==> src/logic/vrs_pkg.sv <==
// ----------------------------------------------------------------
// shared constants of the start-up sequencer
// ----------------------------------------------------------------
package vrs_pkg;

  // clock period
  localparam int unsigned CLK_PERIOD_NS = 10;

  // internal reset cycle, least time, rounded up
  localparam int unsigned RESET_TIME_NS = 50000;
  localparam int unsigned RESET_CYCLES = (RESET_TIME_NS + CLK_PERIOD_NS - 1) / CLK_PERIOD_NS;
  // power-good masking interval after a transition
  localparam int unsigned MASK_TIME_NS = 100000;
  localparam int unsigned MASK_CYCLES = (MASK_TIME_NS + CLK_PERIOD_NS - 1) / CLK_PERIOD_NS;
  // keep-out after a code change, least time, rounded up
  localparam int unsigned VID_SETTLE_NS = 400;
  localparam logic [5:0] VID_SETTLE_CYCLES = 6'((VID_SETTLE_NS + CLK_PERIOD_NS - 1) / CLK_PERIOD_NS);
  // phase detection spans three oscillator cycles
  localparam logic [15:0] PHASE_DET_CYCLES = 16'h0003;

  // code decode in units of 100 uV: top level minus code times step
  localparam logic [15:0] VID_TOP_UV100 = 16'h3A98;   // 1.5 V
  localparam logic [15:0] VID_STEP_UV100 = 16'h007D;  // 12.5 mV
  localparam logic [15:0] WIN_LOW_FLOOR_UV100 = 16'h0BB8; // 300 mV
  localparam logic [6:0] BOOT_CODE = 7'h18;           // the 1.2 V code

  // register byte offsets
  localparam logic [7:0] CTRL_OFS = 8'h00;
  localparam logic [7:0] STATUS_OFS = 8'h04;
  localparam logic [7:0] CODE_OFS = 8'h08;
  localparam logic [7:0] EVENT_OFS = 8'h0C;
  // field positions and reset values
  localparam int unsigned CTRL_ENABLE_BIT = 0;
  localparam logic CTRL_ENABLE_RST = 1'b1;
  localparam int unsigned EVT_LATCH_BIT = 0;
  localparam int unsigned EVT_PGFAIL_BIT = 1;
  localparam int unsigned EVT_ILIM_BIT = 2;

  // sequencer states
  typedef enum logic [2:0] {
    ST_OFF = 3'b000,
    ST_RESET = 3'b001,
    ST_PHASE = 3'b010,
    ST_SOFT = 3'b011,
    ST_RUN = 3'b100,
    ST_LATCHED = 3'b101
  } vrs_state_t;

endpackage : vrs_pkg

==> src/logic/vrs_seq.sv <==
// Behaviour
// - lockout clear and enable start timed reset
// - phase detect after reset, then ramp go
// - soft-start node held zero when off
// - 8 uA source charges soft-start during ramp
// - ramp target is fixed 1.2 V boot code
// - clock enable at 1.7 V if in window
// - after clock enable, follow processor code
// - soft-start fast-charged to 2.9 V clamp
// - delay node held zero before clock enable
// - 2 uA source charges delay node afterwards
// - power ok at 2.9 V delay and in window
// - delay length set by external capacitor
// - disable or low supply discharges both nodes
// - open-drain power ok follows window
// - window is -300 mV to +200 mV
// - below 300 mV target, upper limit only
// - mask failures 100 us after transitions
// - extend mask on 200 mV sleep drop
// - current limit forces full-phase mode
// - decode 7-bit code to target
// - ignore new code for 400 ns
// - each code change restarts mask timer
// - fault discharges soft-start; latch below 1.65 V
//
// Design decisions made here: the placing of the registers and the APB interface to the registers.
`timescale 1ns/1ps
`default_nettype none

module vrs_seq #(
  parameter int unsigned RESET_CYCLES_P = vrs_pkg::RESET_CYCLES,
  parameter int unsigned MASK_CYCLES_P = vrs_pkg::MASK_CYCLES
) (
  // clock and reset
  input wire logic pclk,
  input wire logic presetn,
  // apb slave
  input wire logic psel,
  input wire logic penable,
  input wire logic pwrite,
  input wire logic [7:0] paddr,
  input wire logic [31:0] pwdata,
  output logic [31:0] prdata,
  output logic pready,
  output logic pslverr,
  // supply, enable and system signals
  input wire logic chip_enable_input,
  input wire logic supply_above_upper,
  input wire logic supply_above_lower,
  input wire logic [6:0] voltage_id_code,
  input wire logic deeper_sleep_request,
  input wire logic low_power_state_indicator,
  // comparator flags from the analog side
  input wire logic phase2_pulled_high,
  input wire logic phase3_pulled_high,
  input wire logic ss_at_1v7,
  input wire logic ss_at_clamp,
  input wire logic ss_below_1v65,
  input wire logic delay_at_2v9,
  input wire logic vout_above_low_limit,
  input wire logic vout_below_high_limit,
  input wire logic vout_drop_200mv,
  input wire logic current_limit,
  // analog controls
  output logic bias_enable,
  output logic ss_discharge,
  output logic ss_charge_8ua,
  output logic ss_fast_charge,
  output logic ss_sink_2ua,
  output logic pok_delay_discharge,
  output logic pok_delay_charge_2ua,
  output logic [6:0] dac_code,
  output logic [15:0] dac_target_uv100,
  output logic [1:0] phase_count,
  output logic full_phase_mode,
  // processor facing
  output logic cpu_clock_enable_n,
  output logic power_ok_o,
  output logic power_ok_oe
);

  // ----------------------------------------------------------------
  // declarations
  // ----------------------------------------------------------------
  vrs_pkg::vrs_state_t state_q, state_d;
  logic [15:0] cnt_q;          // reset and phase-detect timer
  logic [15:0] mask_cnt_q;     // power-good masking timer
  logic [5:0] deb_cnt_q;       // code keep-out timer
  logic [6:0] vid_last_q;      // raw code seen last cycle
  logic [6:0] vid_act_q;       // accepted code
  logic [1:0] phase_cnt_q;     // detected number of phases
  logic cpu_clock_enable_n_n_q;
  logic power_ok_q;
  logic fault_q;               // latch-off delay running
  logic ds_last_q;             // deeper sleep, previous cycle
  logic ds_mask_q;             // mask armed by a sleep transition
  logic sw_enable_q;
  logic [2:0] evt_q;
  logic [31:0] prdata_q;
  logic go;                    // enable and supply conditions met
  logic mask_active;
  logic target_low;
  logic in_window;
  logic pg_fail;
  logic vid_change;
  logic ds_change;
  logic [2:0] evt_set;
  logic acc;

  // ----------------------------------------------------------------
  // code decode and window
  // ----------------------------------------------------------------
  // boot code until the clock is enabled, processor code after
  assign dac_code = (state_q == vrs_pkg::ST_RUN) ? vid_act_q : vrs_pkg::BOOT_CODE;
  // linear decode; the window comparators are set around this target
  assign dac_target_uv100 = vrs_pkg::VID_TOP_UV100 - vrs_pkg::VID_STEP_UV100 * {9'h000, dac_code};
  assign target_low = dac_target_uv100 < vrs_pkg::WIN_LOW_FLOOR_UV100;
  // the lower limit is meaningless near zero volts, so drop it there
  assign in_window = vout_below_high_limit && (vout_above_low_limit || target_low);
  assign pg_fail = (state_q == vrs_pkg::ST_RUN) && !in_window && !mask_active;
  assign go = chip_enable_input && supply_above_lower && sw_enable_q;

  // ----------------------------------------------------------------
  // sequencer state
  // ----------------------------------------------------------------
  // next state; loss of enable or supply always wins
  always_comb begin
    state_d = state_q;
    case (state_q)
      vrs_pkg::ST_OFF: begin
        if (go && supply_above_upper) begin
          state_d = vrs_pkg::ST_RESET;
        end
      end
      vrs_pkg::ST_RESET: begin
        if (cnt_q == 16'(RESET_CYCLES_P - 1)) begin
          state_d = vrs_pkg::ST_PHASE;
        end
      end
      vrs_pkg::ST_PHASE: begin
        if (cnt_q == vrs_pkg::PHASE_DET_CYCLES - 16'h0001) begin
          state_d = vrs_pkg::ST_SOFT;
        end
      end
      vrs_pkg::ST_SOFT: begin
        if (ss_at_1v7 && in_window) begin
          state_d = vrs_pkg::ST_RUN;
        end
      end
      vrs_pkg::ST_RUN: begin
        if (fault_q && ss_below_1v65) begin
          state_d = vrs_pkg::ST_LATCHED;
        end
      end
      vrs_pkg::ST_LATCHED: begin
        state_d = vrs_pkg::ST_LATCHED; // only loss of enable or supply clears it
      end
      default: begin
        state_d = vrs_pkg::ST_OFF;
      end
    endcase
    if (!go) begin
      state_d = vrs_pkg::ST_OFF;
    end
  end

  // state register
  always_ff @(posedge pclk or negedge presetn) begin
    if (!presetn) begin
      state_q <= vrs_pkg::ST_OFF;
    end else begin
      state_q <= state_d;
    end
  end

  // shared timer, restarts on every state change
  always_ff @(posedge pclk or negedge presetn) begin
    if (!presetn) begin
      cnt_q <= 16'h0000;
    end else if (state_d != state_q) begin
      cnt_q <= 16'h0000;
    end else if (cnt_q != 16'hFFFF) begin
      cnt_q <= cnt_q + 16'h0001;
    end
  end

  // phase pins are sampled through the detection window
  always_ff @(posedge pclk or negedge presetn) begin
    if (!presetn) begin
      phase_cnt_q <= 2'h3;
    end else if (state_q == vrs_pkg::ST_PHASE) begin
      // a pulled-up pin disables its phase; pin 2 high implies single phase
      phase_cnt_q <= phase2_pulled_high ? 2'h1 : (phase3_pulled_high ? 2'h2 : 2'h3);
    end
  end
  assign phase_count = phase_cnt_q;

  // ----------------------------------------------------------------
  // code keep-out and masking
  // ----------------------------------------------------------------
  assign vid_change = (state_q == vrs_pkg::ST_RUN) && (voltage_id_code != vid_last_q);
  assign ds_change = (state_q == vrs_pkg::ST_RUN) && (deeper_sleep_request != ds_last_q);

  // raw code history and keep-out counter
  always_ff @(posedge pclk or negedge presetn) begin
    if (!presetn) begin
      vid_last_q <= 7'h00;
      deb_cnt_q <= 6'h00;
      ds_last_q <= 1'b0;
    end else begin
      vid_last_q <= voltage_id_code;
      ds_last_q <= deeper_sleep_request;
      if (vid_change) begin
        deb_cnt_q <= vrs_pkg::VID_SETTLE_CYCLES - 6'h01;
      end else if (deb_cnt_q != 6'h00) begin
        deb_cnt_q <= deb_cnt_q - 6'h01;
      end
    end
  end

  // accepted code; skewed bits never reach the target
  always_ff @(posedge pclk or negedge presetn) begin
    if (!presetn) begin
      vid_act_q <= vrs_pkg::BOOT_CODE;
    end else if (state_q != vrs_pkg::ST_RUN) begin
      vid_act_q <= voltage_id_code; // first code read at clock enable
    end else if (!vid_change && deb_cnt_q == 6'h00) begin
      vid_act_q <= vid_last_q;
    end
  end

  // masking timer restarts on run entry and on every raw change while running
  always_ff @(posedge pclk or negedge presetn) begin
    if (!presetn) begin
      mask_cnt_q <= 16'h0000;
    end else if (vid_change || ds_change || state_d == vrs_pkg::ST_RUN && state_q != vrs_pkg::ST_RUN) begin
      mask_cnt_q <= 16'(MASK_CYCLES_P);
    end else if (mask_cnt_q != 16'h0000) begin
      mask_cnt_q <= mask_cnt_q - 16'h0001;
    end
  end

  // a sleep transition keeps the mask while the droop lasts
  always_ff @(posedge pclk or negedge presetn) begin
    if (!presetn) begin
      ds_mask_q <= 1'b0;
    end else if (ds_change) begin
      ds_mask_q <= 1'b1;
    end else if (mask_cnt_q == 16'h0000 && !vout_drop_200mv) begin
      ds_mask_q <= 1'b0;
    end
  end
  assign mask_active = (mask_cnt_q != 16'h0000) || (ds_mask_q && vout_drop_200mv);

  // full phases during transitions, current limit or heavy load
  assign full_phase_mode = current_limit || mask_active
    || (low_power_state_indicator && !deeper_sleep_request);

  // ----------------------------------------------------------------
  // fault, clock enable and power ok
  // ----------------------------------------------------------------
  // fault runs while limit or window failure persists
  always_ff @(posedge pclk or negedge presetn) begin
    if (!presetn) begin
      fault_q <= 1'b0;
    end else begin
      fault_q <= (state_q == vrs_pkg::ST_RUN) && (current_limit || pg_fail);
    end
  end

  // clock enable held low only while running
  always_ff @(posedge pclk or negedge presetn) begin
    if (!presetn) begin
      cpu_clock_enable_n_n_q <= 1'b1;
    end else begin
      cpu_clock_enable_n_n_q <= (state_d != vrs_pkg::ST_RUN);
    end
  end
  assign cpu_clock_enable_n = cpu_clock_enable_n_n_q;

  // power ok after the delay node terminates, masked on transitions
  always_ff @(posedge pclk or negedge presetn) begin
    if (!presetn) begin
      power_ok_q <= 1'b0;
    end else begin
      power_ok_q <= (state_q == vrs_pkg::ST_RUN) && !cpu_clock_enable_n_n_q && delay_at_2v9
        && (in_window || mask_active);
    end
  end
  // open drain: pull low whenever not good
  assign power_ok_o = 1'b0;
  assign power_ok_oe = !power_ok_q;

  // ----------------------------------------------------------------
  // analog node controls
  // ----------------------------------------------------------------
  assign bias_enable = (state_q != vrs_pkg::ST_OFF);
  assign ss_discharge = (state_q == vrs_pkg::ST_OFF) || (state_q == vrs_pkg::ST_LATCHED) || !go;
  assign ss_charge_8ua = (state_q == vrs_pkg::ST_SOFT);
  assign ss_sink_2ua = (state_q == vrs_pkg::ST_RUN) && fault_q;
  // after a recovered fault the node climbs back to the clamp
  assign ss_fast_charge = (state_q == vrs_pkg::ST_RUN) && !fault_q && !ss_at_clamp;
  assign pok_delay_discharge = cpu_clock_enable_n_n_q || !go;
  assign pok_delay_charge_2ua = !cpu_clock_enable_n_n_q && go;

  // ----------------------------------------------------------------
  // register bus
  // ----------------------------------------------------------------
  assign acc = psel && penable;
  assign pready = 1'b1; // zero wait states
  assign pslverr = acc && (paddr != vrs_pkg::CTRL_OFS) && (paddr != vrs_pkg::STATUS_OFS)
    && (paddr != vrs_pkg::CODE_OFS) && (paddr != vrs_pkg::EVENT_OFS);

  // control register: software enable gates the start-up
  always_ff @(posedge pclk or negedge presetn) begin
    if (!presetn) begin
      sw_enable_q <= vrs_pkg::CTRL_ENABLE_RST;
    end else if (acc && pwrite && paddr == vrs_pkg::CTRL_OFS) begin
      sw_enable_q <= pwdata[vrs_pkg::CTRL_ENABLE_BIT];
    end
  end

  // sticky events, write one to clear, a new event wins
  assign evt_set[vrs_pkg::EVT_LATCH_BIT] = (state_d == vrs_pkg::ST_LATCHED) && (state_q != vrs_pkg::ST_LATCHED);
  assign evt_set[vrs_pkg::EVT_PGFAIL_BIT] = pg_fail;
  assign evt_set[vrs_pkg::EVT_ILIM_BIT] = current_limit;
  always_ff @(posedge pclk or negedge presetn) begin
    if (!presetn) begin
      evt_q <= 3'h0;
    end else if (acc && pwrite && paddr == vrs_pkg::EVENT_OFS) begin
      evt_q <= (evt_q & ~pwdata[2:0]) | evt_set;
    end else begin
      evt_q <= evt_q | evt_set;
    end
  end

  // read data captured in the setup cycle
  always_ff @(posedge pclk or negedge presetn) begin
    if (!presetn) begin
      prdata_q <= 32'h0000_0000;
    end else if (psel && !penable && !pwrite) begin
      case (paddr)
        vrs_pkg::CTRL_OFS: prdata_q <= {31'h0000_0000, sw_enable_q};
        vrs_pkg::STATUS_OFS: prdata_q <= {22'h00_0000, full_phase_mode, mask_active, fault_q, power_ok_q,
          !cpu_clock_enable_n_n_q, phase_cnt_q, state_q};
        vrs_pkg::CODE_OFS: prdata_q <= {dac_target_uv100, 1'b0, vid_act_q, 1'b0, dac_code};
        vrs_pkg::EVENT_OFS: prdata_q <= {29'h0000_0000, evt_q};
        default: prdata_q <= 32'h0000_0000;
      endcase
    end
  end
  assign prdata = prdata_q;
endmodule : vrs_seq

`default_nettype wire

==> config.mk <==
export PLATFORM = sky130hd
export DESIGN_NAME = vrs_seq
export DESIGN_NICKNAME = d
export VERILOG_FILES = /design/src/logic/vrs_pkg.sv /design/src/logic/vrs_seq.sv
export SDC_FILE = /design/constraint.sdc
export NUM_CORES = 1
export LEC_CHECK = 0
export ABC_AREA = 1
export BUFFER_PORTS_ARGS = -buffer_cell sky130_fd_sc_hd__buf_2
export CELL_PAD_IN_SITES_DETAIL_PLACEMENT = 1
export CELL_PAD_IN_SITES_GLOBAL_PLACEMENT = 1
export CORE_MARGIN = 4
export CORE_UTILIZATION = 44
export DETAILED_ROUTE_END_ITERATION = 8
export MAX_ROUTING_LAYER = met4
export PLACE_DENSITY_LB_ADDON = 0.1
export SLEW_MARGIN = 20
export SYNTH_ARGS = -nofsm -noshare
export SYNTH_HDL_FRONTEND = slang
export SYNTH_SLANG_ARGS = --single-unit
==> constraint.sdc <==
create_clock -name pclk -period 15.1 [get_ports pclk]
set_clock_uncertainty 0.1 [all_clocks]
set_input_delay 2.265 -clock pclk [delete_from_list [all_inputs] [get_ports pclk]]
set_output_delay 2.265 -clock pclk [all_outputs]
set_load 0.02 [all_outputs]
==> results.json, run 1 <==
{
  "numPlacedInstances": 1072,
  "reg2reg_slack_ns": 8.69,
  "dp_slack_ns": 7.520,
  "wl_per_cell_um": 16.23,
  "end_kind": "output pin",
  "period_minus_slack_ns": 7.907,
  "wl_um": 17660,
  "powerDensity_nw_per_um2": 78.20,
  "finalWeightedCongestion": 0.8651,
  "htreeDepth": 3,
  "period_share": 0.5236,
  "avgSynthCellArea_sq_um": 8.123,
  "reg2reg_depth": 28,
  "cp-start-kind": "flip-flop",
  "drtAntennaViolNets": 0,
  "synth_edf_count": 0,
  "port_buffers": 104,
  "p_total_uw": 581.4,
  "cts_sinks": 96,
  "drv_cap": 0,
  "rows": 44,
  "die_area_sq_um": 16680,
  "setup_tns_ns": 0,
  "synth_ff_type": "dfrtp_1",
  "power.ir.vdd_worst_uv": 77.27,
  "cts_resized": 0,
  "first_pass_iters": 4,
  "ys_warn_count": 0,
  "worstPathArrival_ns": 5.54,
  "antenna_found_initial": 0,
  "fin_area_sq_um": 7435,
  "worstHoldStart": "prdata[16]",
  "initial_core_util": 0.4460,
  "drive_above_1_share": 0.1914,
  "hold_end": "prdata[16]",
  "worst_pin_slew_ns": 0.9817,
  "track_usage": 0.2278,
  "cp_data_required_time_ns": 12.73,
  "final_hold_viol_count": 0,
  "synth_cell_types": 48,
  "cts_tree": "built",
  "worst_path_max_delay_cell": "nor2_1",
  "netlist_area_sq_um": 6457,
  "synth_seq_area_share": 0.3732,
  "slew_viol_final": 0,
  "layout.cells.non_filler": 1088,
  "hpwl_um": 14040,
  "clkTransAtPathRegs_ns": 0.07,
  "rsz0062_at_grt": "no",
  "async_reset_ff_frac": 1.000,
  "placed_area_sq_um": 7137,
  "cpPeakStageDelay_ns": 0.68,
  "path_class": "flip-flop to output pin",
  "status": "complete, no violations",
  "grt_pass1_wl_um": 29270,
  "cts_made_buffers": 9,
  "synth-seq-cells": 96,
  "synth_cells": 795,
  "hold_depth": 2,
  "overflow": 0,
  "relSlewSlack": 0.3431,
  "ioPinCount": 137,
  "core_area_sq_um": 14480,
  "worstPathCellList": "nor2_4 > nand2_4 > nor2_1 > inv_1 > fa_1 > ha_1 > fa_1 > inv_1 > fa_1 > inv_1 > ha_1 > nand2_1 > inv_1 > a21oi_2 > nand2_2 > nand2_1 > nand3b_1 > nand2_1 > buf_2",
  "max_freq_mhz": 126.5,
  "leakage_uw": 0.003860,
  "first_iter_violations": 234,
  "drc_errors": 0,
  "insertion_delay_ns": 0.35,
  "crit_top_cell": "inv_1",
  "antenna_cells": 0,
  "die_height_um": 129.1,
  "fin_nets": 1027,
  "worst_slack_ns": 7.193,
  "cts_setup_buffers": 0,
  "via_per_inst": 5.078,
  "r2r-end": "mask_cnt_q[9]",
  "cts-root-buf": "clkbuf_16",
  "clk_path_buf_depth": 2,
  "die_w_um": 129.1,
  "crit_fanout": 24,
  "area_growth_pct": 15.13,
  "cts_hold_buf": 0,
  "r2r-start": "state_q[0]",
  "grt_max_degree": 60,
  "vias": 5525,
  "grt_pass1_vias": 5873,
  "finalSetupViolations": 0,
  "hold_class": "flip-flop to flip-flop",
  "nFillCells": 1824
}
[state kept, by name (all words and copies together), names as in the netlist]
register            flops
phase_count             2
cpu_clock_enable_n      1
evt_q                   3
vid_act_q               7
mask_cnt_q             16
fault_q                 1
sw_enable_q             1
cnt_q                  16
state_q                 3
ds_mask_q               1
prdata                 30
deb_cnt_q               6
vid_last_q              7
power_ok_q              1
ds_last_q               1
[worst max-delay path: cells and delay by family, from the launching register on]
family	cells	cell delay, ns
adder cells (fa/ha/maj)	5	2.34
AND/OR/NAND/NOR	8	1.67
buffers and inverters	5	0.54
flip-flops	1	0.47
AO/OA/AOI/OAI	1	0.17
[layout make-up]
cell class                      count  area [sq um]  share of cell area
Clock buffer                       10         229.0             0.03080
Clock inverter                      6         68.82            0.009256
Inverter                          152         570.5             0.07674
Multi-Input combinational cell    533          3381              0.4547
Sequential cell                    96          2410              0.3241
Tap cell                          184         230.2             0.03097
Timing Repair Buffer              107         545.5             0.07338
[synthesized netlist by cell type (10+ instances only)]
master	number	share of area
ha_1	46	0.089
nor3_1	19	0.015
xor2_1	25	0.034
nor2_4	12	0.021
nand2_1	152	0.088
dfrtp_1	90	0.35
a22o_1	10	0.014
nor2_1	89	0.052
a21oi_1	10	0.0078
nand2_2	14	0.014
o21ai_0	27	0.021
inv_1	146	0.085
nand3_1	25	0.019
fa_1	15	0.047
nand4_1	16	0.016
[stage by stage]
step,hold slack [ns],util
2_1_floorplan,0.3517,-
3_3_place_gp,0.3606,0.4929
5_1_grt,0.4195,0.5135
6_report,0.3820,0.5135
3_5_place_dp,0.3710,0.4929
4_1_cts,0.3882,0.5135
[worst max path at each step]
stage,startpoint,end,slack (ns)
2_1_floorplan,state_q[0],dac_target_uv100[15],7.94
3_3_place_gp,state_q[0],dac_target_uv100[14],7.65
3_5_place_dp,state_q[0],dac_target_uv100[15],7.52
4_1_cts,state_q[0],dac_target_uv100[15],7.13
5_1_grt,state_q[0],dac_target_uv100[11],6.81
6_report,state_q[0],dac_target_uv100[13],7.19
[logic make-up after synthesis]
logic type	Yosys count	synth area share
buffers and inverters	167	0.1039
other	2	0.001163
AND/OR/NAND/NOR	353	0.2567
flip-flops	96	0.3732
XOR/XNOR	34	0.04728
AO/OA/AOI/OAI	82	0.08216
adder cells (fa/ha/maj)	61	0.1356
[cell usage in the layout (no fill, tap or decap), types with 2 or more instances in the layout]
cell type and instances:
o211ai_1 2, clkinv_1 3, dfstp_2 6, clkbuf_16 9, xor2_1 25, inv_2 3
o21bai_1 4, nor4_1 9, conb_1 3, nand3_2 4, clkinv_2 2, fa_1 15
nor2_4 12, a21o_1 2, a22o_1 10, a31oi_1 4, inv_1 146, a21oi_2 3
o31ai_1 7, nor2_1 89, dfrtp_1 90, nand3b_1 3, o21ai_0 27, nand2_4 3
and3_1 2, clkinv_4 2, nand2_2 14, nand2_1 152, nor2_2 2, buf_4 4
nand4_1 16, nor3_1 19, nand3_1 25, o22ai_1 6, buf_2 103, a21oi_1 10
ha_1 46, xnor2_1 8
[power breakdown]
part	internal [uW]	switching (uW)	total [uW]	leakage, uW
Sequential	274	16.0	290	0.00120
Clock	130	106	236	0.000148
Combinational	23.2	32.5	55.7	0.00251
Total	427	155	581	0.00386
[routing by layer]
layer	GRT usage	part of all wire	routed length [um]
met1	0.2821	0.44	7687
met2	0.3921	0.52	9124
met3	0.04452	0.037	655
met4	0.04138	0.011	189
met5	-	0	0
Note: power is estimated with default switching activity, not from simulation.
==> inputs of run 2 (changes only) <==
--- a/config.mk
+++ b/config.mk
@@ -10,7 +10,7 @@
 export CELL_PAD_IN_SITES_DETAIL_PLACEMENT = 1
 export CELL_PAD_IN_SITES_GLOBAL_PLACEMENT = 1
 export CORE_MARGIN = 4
-export CORE_UTILIZATION = 44
+export CORE_UTILIZATION = 37
 export DETAILED_ROUTE_END_ITERATION = 8
 export MAX_ROUTING_LAYER = met4
 export PLACE_DENSITY_LB_ADDON = 0.1
==> constraint.sdc (replaced) <==
create_clock -name pclk -period 7.15 [get_ports pclk]
set_clock_uncertainty 0.1 [all_clocks]
set_input_delay 1.0725 -clock pclk [delete_from_list [all_inputs] [get_ports pclk]]
set_output_delay 1.0725 -clock pclk [all_outputs]
set_load 0.02 [all_outputs]
==> results.json, run 2 (synthesized netlist as in run 1, its figures left out) <==
{
  "finalSetupViolations": 0,
  "clkTransAtPathRegs_ns": 0.07,
  "cp_top_family": "adder cells",
  "worstPathCellList": "nor2_4 > nand2_4 > nor2_1 > inv_1 > fa_1 > ha_1 > inv_1 > fa_1 > inv_1 > fa_1 > inv_1 > ha_1 > nand2_1 > nand2_1 > a21oi_2 > nand2_2 > nand2_1 > nand2_2 > xor2_2 > buf_2",
  "insertion_delay_ns": 0.35,
  "hold_class": "flip-flop to flip-flop",
  "cp-start-kind": "flip-flop",
  "grt_max_degree": 67,
  "vias": 5529,
  "cts_sinks": 96,
  "track_usage": 0.1983,
  "wl_per_cell_um": 15.98,
  "drc_errors": 0,
  "worst_pin_slew_ns": 1.074,
  "finalWeightedCongestion": 0.8710,
  "hold_depth": 2,
  "grt_pass1_wl_um": 30510,
  "powerDensity_nw_per_um2": 166.0,
  "drtAntennaViolNets": 0,
  "status": "complete, no violations",
  "leakage_uw": 0.003887,
  "fin_nets": 1031,
  "wl_um": 18110,
  "area_growth_pct": 16.66,
  "path_class": "flip-flop to output pin",
  "period_minus_slack_ns": 6.538,
  "antenna_cells": 0,
  "finalCoreUtilization": 0.4386,
  "reg2reg_slack_ns": 0.92,
  "htreeDepth": 3,
  "end_kind": "output pin",
  "final_hold_viol_count": 0,
  "drive_above_1_share": 0.1960,
  "r2r-end": "cnt_q[3]",
  "die_w_um": 140.1,
  "worstPathArrival_ns": 5.37,
  "largest_reg_flops": 30,
  "layout.cells.non_filler": 1133,
  "final_common_cell": "nand2_1",
  "overflow": 0,
  "clk_path_buf_depth": 2,
  "max_freq_mhz": 153.0,
  "hold_end": "prdata[10]",
  "numPlacedInstances": 1117,
  "setup_tns_ns": 0,
  "die_area_sq_um": 19630,
  "cts_setup_buffers": 0,
  "r2r-start": "state_q[0]",
  "cts_tree": "built",
  "rsz0062_at_grt": "no",
  "cts_hold_buf": 0,
  "p_total_uw": 1251,
  "cts_resized": 0,
  "cp_data_required_time_ns": 5.98,
  "cts-root-buf": "clkbuf_16",
  "cts_made_buffers": 9,
  "core_area_sq_um": 17180,
  "cpPeakStageDelay_ns": 0.55,
  "crit_top_cell": "inv_1",
  "grt_pass1_vias": 5991,
  "hpwl_um": 14550,
  "rows": 48,
  "first_pass_iters": 4,
  "reg2reg_depth": 32,
  "power.ir.vdd_worst_uv": 125.8,
  "period_share": 0.9144,
  "antenna_found_initial": 0,
  "drv_cap": 0,
  "crit_buf_inv": 5,
  "port_buffers": 104,
  "worstHoldStart": "prdata[10]",
  "mostFrequentLayoutCells": "152 x nand2_1, 146 x inv_1, 103 x buf_2",
  "slew_viol_final": 0,
  "via_per_inst": 4.880,
  "worst_path_max_delay_cell": "fa_1",
  "initial_core_util": 0.3759,
  "crit_fanout": 24,
  "ioPinCount": 137,
  "relSlewSlack": 0.2811,
  "die_height_um": 140.1,
  "whs_ns": 0.3857,
  "first_iter_violations": 170
}
run 2: cell count changes in the layout (fill, tap and decap cells not counted), sizes merged:
cell      delta
clkinv       -3
buf          +4
clkinvlp     +1
inv          +1
clkbuf       +1
run 2: cell type report:
class | count | area, sq um
Sequential cell | 96 | 2410
Clock buffer | 11 | 252.7
Timing Repair Buffer | 111 | 575.6
Fill cell | 2178 | 9643
Tap cell | 225 | 281.5
Clock inverter | 5 | 62.56
Inverter | 152 | 570.5
Multi-Input combinational cell | 533 | 3381
run 2: how the worst max path moves through the flow:
stage / startpoint / endpoint / slack (ns) / cells past startpoint
floorplan: state_q[0] / dac_target_uv100[15] / 1.19 / 20
global placement: state_q[0] / mask_cnt_q[13] / 1.07 / 28
detailed placement: state_q[0] / cnt_q[3] / 0.91 / 33
CTS: state_q[0] / dac_target_uv100[11] / 0.59 / 20
global route: state_q[0] / dac_target_uv100[10] / 0.20 / 20
finish: state_q[0] / dac_target_uv100[11] / 0.61 / 20
run 2: worst reg2reg max path, delay by kind of cell, from the launching register on:
kind	cells	cell delay (ns)
simple gates	22	2.82
fa+ha+maj	5	2.27
buf+inv	5	0.49
flops	1	0.47
run 2: layer usage:
| layer | vias to the layer above | global-route usage | share of wire |
|---|---|---|---|
| li1 | 2718 | - | - |
| met2 | 61 | 0.3482 | 0.52 |
| met5 | - | - | 0 |
| met1 | 2735 | 0.2438 | 0.44 |
| met4 | 0 | 0.04997 | 0.013 |
| met3 | 15 | 0.02356 | 0.022 |
run 2: metrics by stage:
stage,setup slack (ns),instance area (sq um)
finish,0.6121,7533
global placement,1.074,7218
floorplan,1.186,6461
CTS,0.5851,7533
detailed placement,0.9138,7218
global route,0.1977,7533
run 2: power breakdown:
group | internal, uW | total, uW | switching, uW | leakage, uW
clock network | 294 | 520 | 226 | 0.000154
logic | 49.0 | 119 | 69.7 | 0.00253
registers | 578 | 612 | 34.2 | 0.00120
==> inputs of run 3 (changes only) <==
==> constraint.sdc (replaced) <==
create_clock -name pclk -period 7.15 [get_ports pclk]
set_clock_uncertainty 0.1 [all_clocks]
set_input_delay 1.0725 -clock pclk [delete_from_list [all_inputs] [get_ports pclk]]
set_output_delay 1.0725 -clock pclk [all_outputs]
set_load 0.1 [all_outputs]
==> results.json, run 3 (synthesized netlist as in run 1, its figures left out) <==
{
  "cp-startpoint": "state_q[0]",
  "relSlewSlack": 0.3481,
  "hpwl_um": 14530,
  "status": "complete, no violations",
  "mostFrequentLayoutCells": "152 x nand2_1, 146 x inv_1, 102 x buf_2",
  "cts_made_buffers": 9,
  "highest_layer": "met4",
  "dr_wl_met2_um": 9523,
  "cts_hold_buf": 0,
  "overflow": 0,
  "cp.depth": 21,
  "ioPinCount": 137,
  "finalSetupViolations": 0,
  "worstPathCellList": "nor2_4 > nand2_4 > nor2_2 > inv_1 > ha_1 > xnor2_1 > inv_1 > ha_1 > fa_1 > inv_1 > fa_1 > inv_1 > ha_1 > a21oi_2 > nor2_1 > nor2_2 > nand2_2 > nand2_1 > nand3b_1 > nand2_2 > buf_2",
  "worst_path_max_delay_cell": "fa_1",
  "nFillCells": 2163,
  "period_share": 0.9380,
  "drtAntennaViolNets": 0,
  "largest_reg_flops": 30,
  "cp_top_family": "adder cells",
  "crit_fanout": 24,
  "drc_errors": 0,
  "wl_met1_um": 8151,
  "rows": 48,
  "multiInputGateArea_sq_um": 3406,
  "die_area_sq_um": 19630,
  "via_per_inst": 4.927,
  "worst_pin_slew_ns": 0.9778,
  "finalCoreUtilization": 0.4388,
  "finalWeightedCongestion": 0.8233,
  "grt_max_degree": 75,
  "insertion_delay_ns": 0.35,
  "wl_met3_um": 475,
  "fin_nets": 1028,
  "core_area_sq_um": 17180,
  "cts_resized": 0,
  "end_kind": "output pin",
  "leakage_uw": 0.003874,
  "cp-start-kind": "flip-flop",
  "drive_above_1_share": 0.2000,
  "htreeDepth": 3,
  "wl_um": 18310,
  "worstHoldStart": "prdata[28]",
  "track_usage": 0.1965,
  "antenna_cells": 0,
  "cts_sinks": 96,
  "grt_pass1_vias": 6223,
  "crit_top_cell": "inv_1",
  "antenna_found_initial": 0,
  "worstPathArrival_ns": 5.53,
  "rsz0062_at_grt": "no",
  "final_hold_viol_count": 0,
  "cpPeakStageDelay_ns": 0.54,
  "crit_buf_inv": 5,
  "final_common_cell": "nand2_1",
  "die_w_um": 140.1,
  "vias": 5568,
  "r2r-start": "state_q[0]",
  "clk_path_buf_depth": 2,
  "max_freq_mhz": 149.1,
  "grt_pass1_wl_um": 30530,
  "path_class": "flip-flop to output pin",
  "period_minus_slack_ns": 6.707,
  "cts-root-buf": "clkbuf_16",
  "clkTransAtPathRegs_ns": 0.07,
  "hold_depth": 2,
  "first_pass_iters": 4,
  "hold_class": "flip-flop to flip-flop",
  "drv_cap": 0,
  "powerDensity_nw_per_um2": 167.6,
  "reg2reg_depth": 28,
  "port_buffers": 104,
  "area_growth_pct": 16.72,
  "cts_tree": "built",
  "power.ir.vdd_worst_uv": 102.4,
  "cts_setup_buffers": 0,
  "final-seq-area_sq_um": 2410,
  "die_height_um": 140.1,
  "wl_per_cell_um": 16.20,
  "initial_core_util": 0.3759,
  "setup_tns_ns": 0,
  "first_iter_violations": 203,
  "cp_data_required_time_ns": 5.98,
  "slew_viol_final": 0
}
## run 3: area by class of cell
type                            count  share of cell area
Clock buffer                       11             0.03353
Inverter                          152             0.07570
Tap cell                          225             0.03735
Multi-Input combinational cell    533              0.4519
Sequential cell                    96              0.3197
Timing Repair Buffer              108             0.07371
Clock inverter                      5            0.008134
## run 3: worst paths after layout
kind                                         to  slack (ns)
min                                  prdata[28]        0.38
max                        dac_target_uv100[15]        0.44
min reg2reg                          prdata[28]        0.38
max in group asynchronous            prdata[18]        5.18
min in group asynchronous         mask_cnt_q[3]        0.50
max reg2reg                       mask_cnt_q[8]        0.94
## run 3: report_power, final
| part | leakage (uW) | internal [uW] | switching (uW) |
|---|---|---|---|
| clock | 0.000157 | 293 | 226 |
| sequential | 0.00120 | 578 | 34.2 |
| combinational | 0.00251 | 49.0 | 83.3 |
| total | 0.00387 | 920 | 343 |
## run 3: through the flow
stage	hold WS, ns	worst slack [ns]	std cells	total power, uW	area, sq um
CTS	0.3881	0.2335	1130	1282	7530
finish	0.3827	0.4433	1130	1264	7537
global route	0.4230	0.1019	1130	1324	7537
detailed placement	0.3710	0.6743	1114	757.6	7216
global placement	0.3607	0.8056	1114	748.5	7216
floorplan	0.3517	0.1423	796	706.1	6481
## run 3: worst register-to-register path: cells and delay by family, from the launching register on
| family | cells | cell delay (ns) |
|---|---|---|
| xor gates and xnor gates | 2 | 0.52 |
| adders and majority gates | 5 | 2.01 |
| buffers and inverters | 5 | 0.55 |
| AOI/OAI and AO/OA | 2 | 0.49 |
| and+or+nand+nor | 14 | 1.99 |
| DFF | 1 | 0.47 |
## run 3: routing by layer
layer  vias to the layer above  global-route usage
met1                      2777              0.2326
met4                         0             0.04029
met3                        11             0.03004
li1                       2710                   -
met5                         -                   -
met2                        70              0.3550
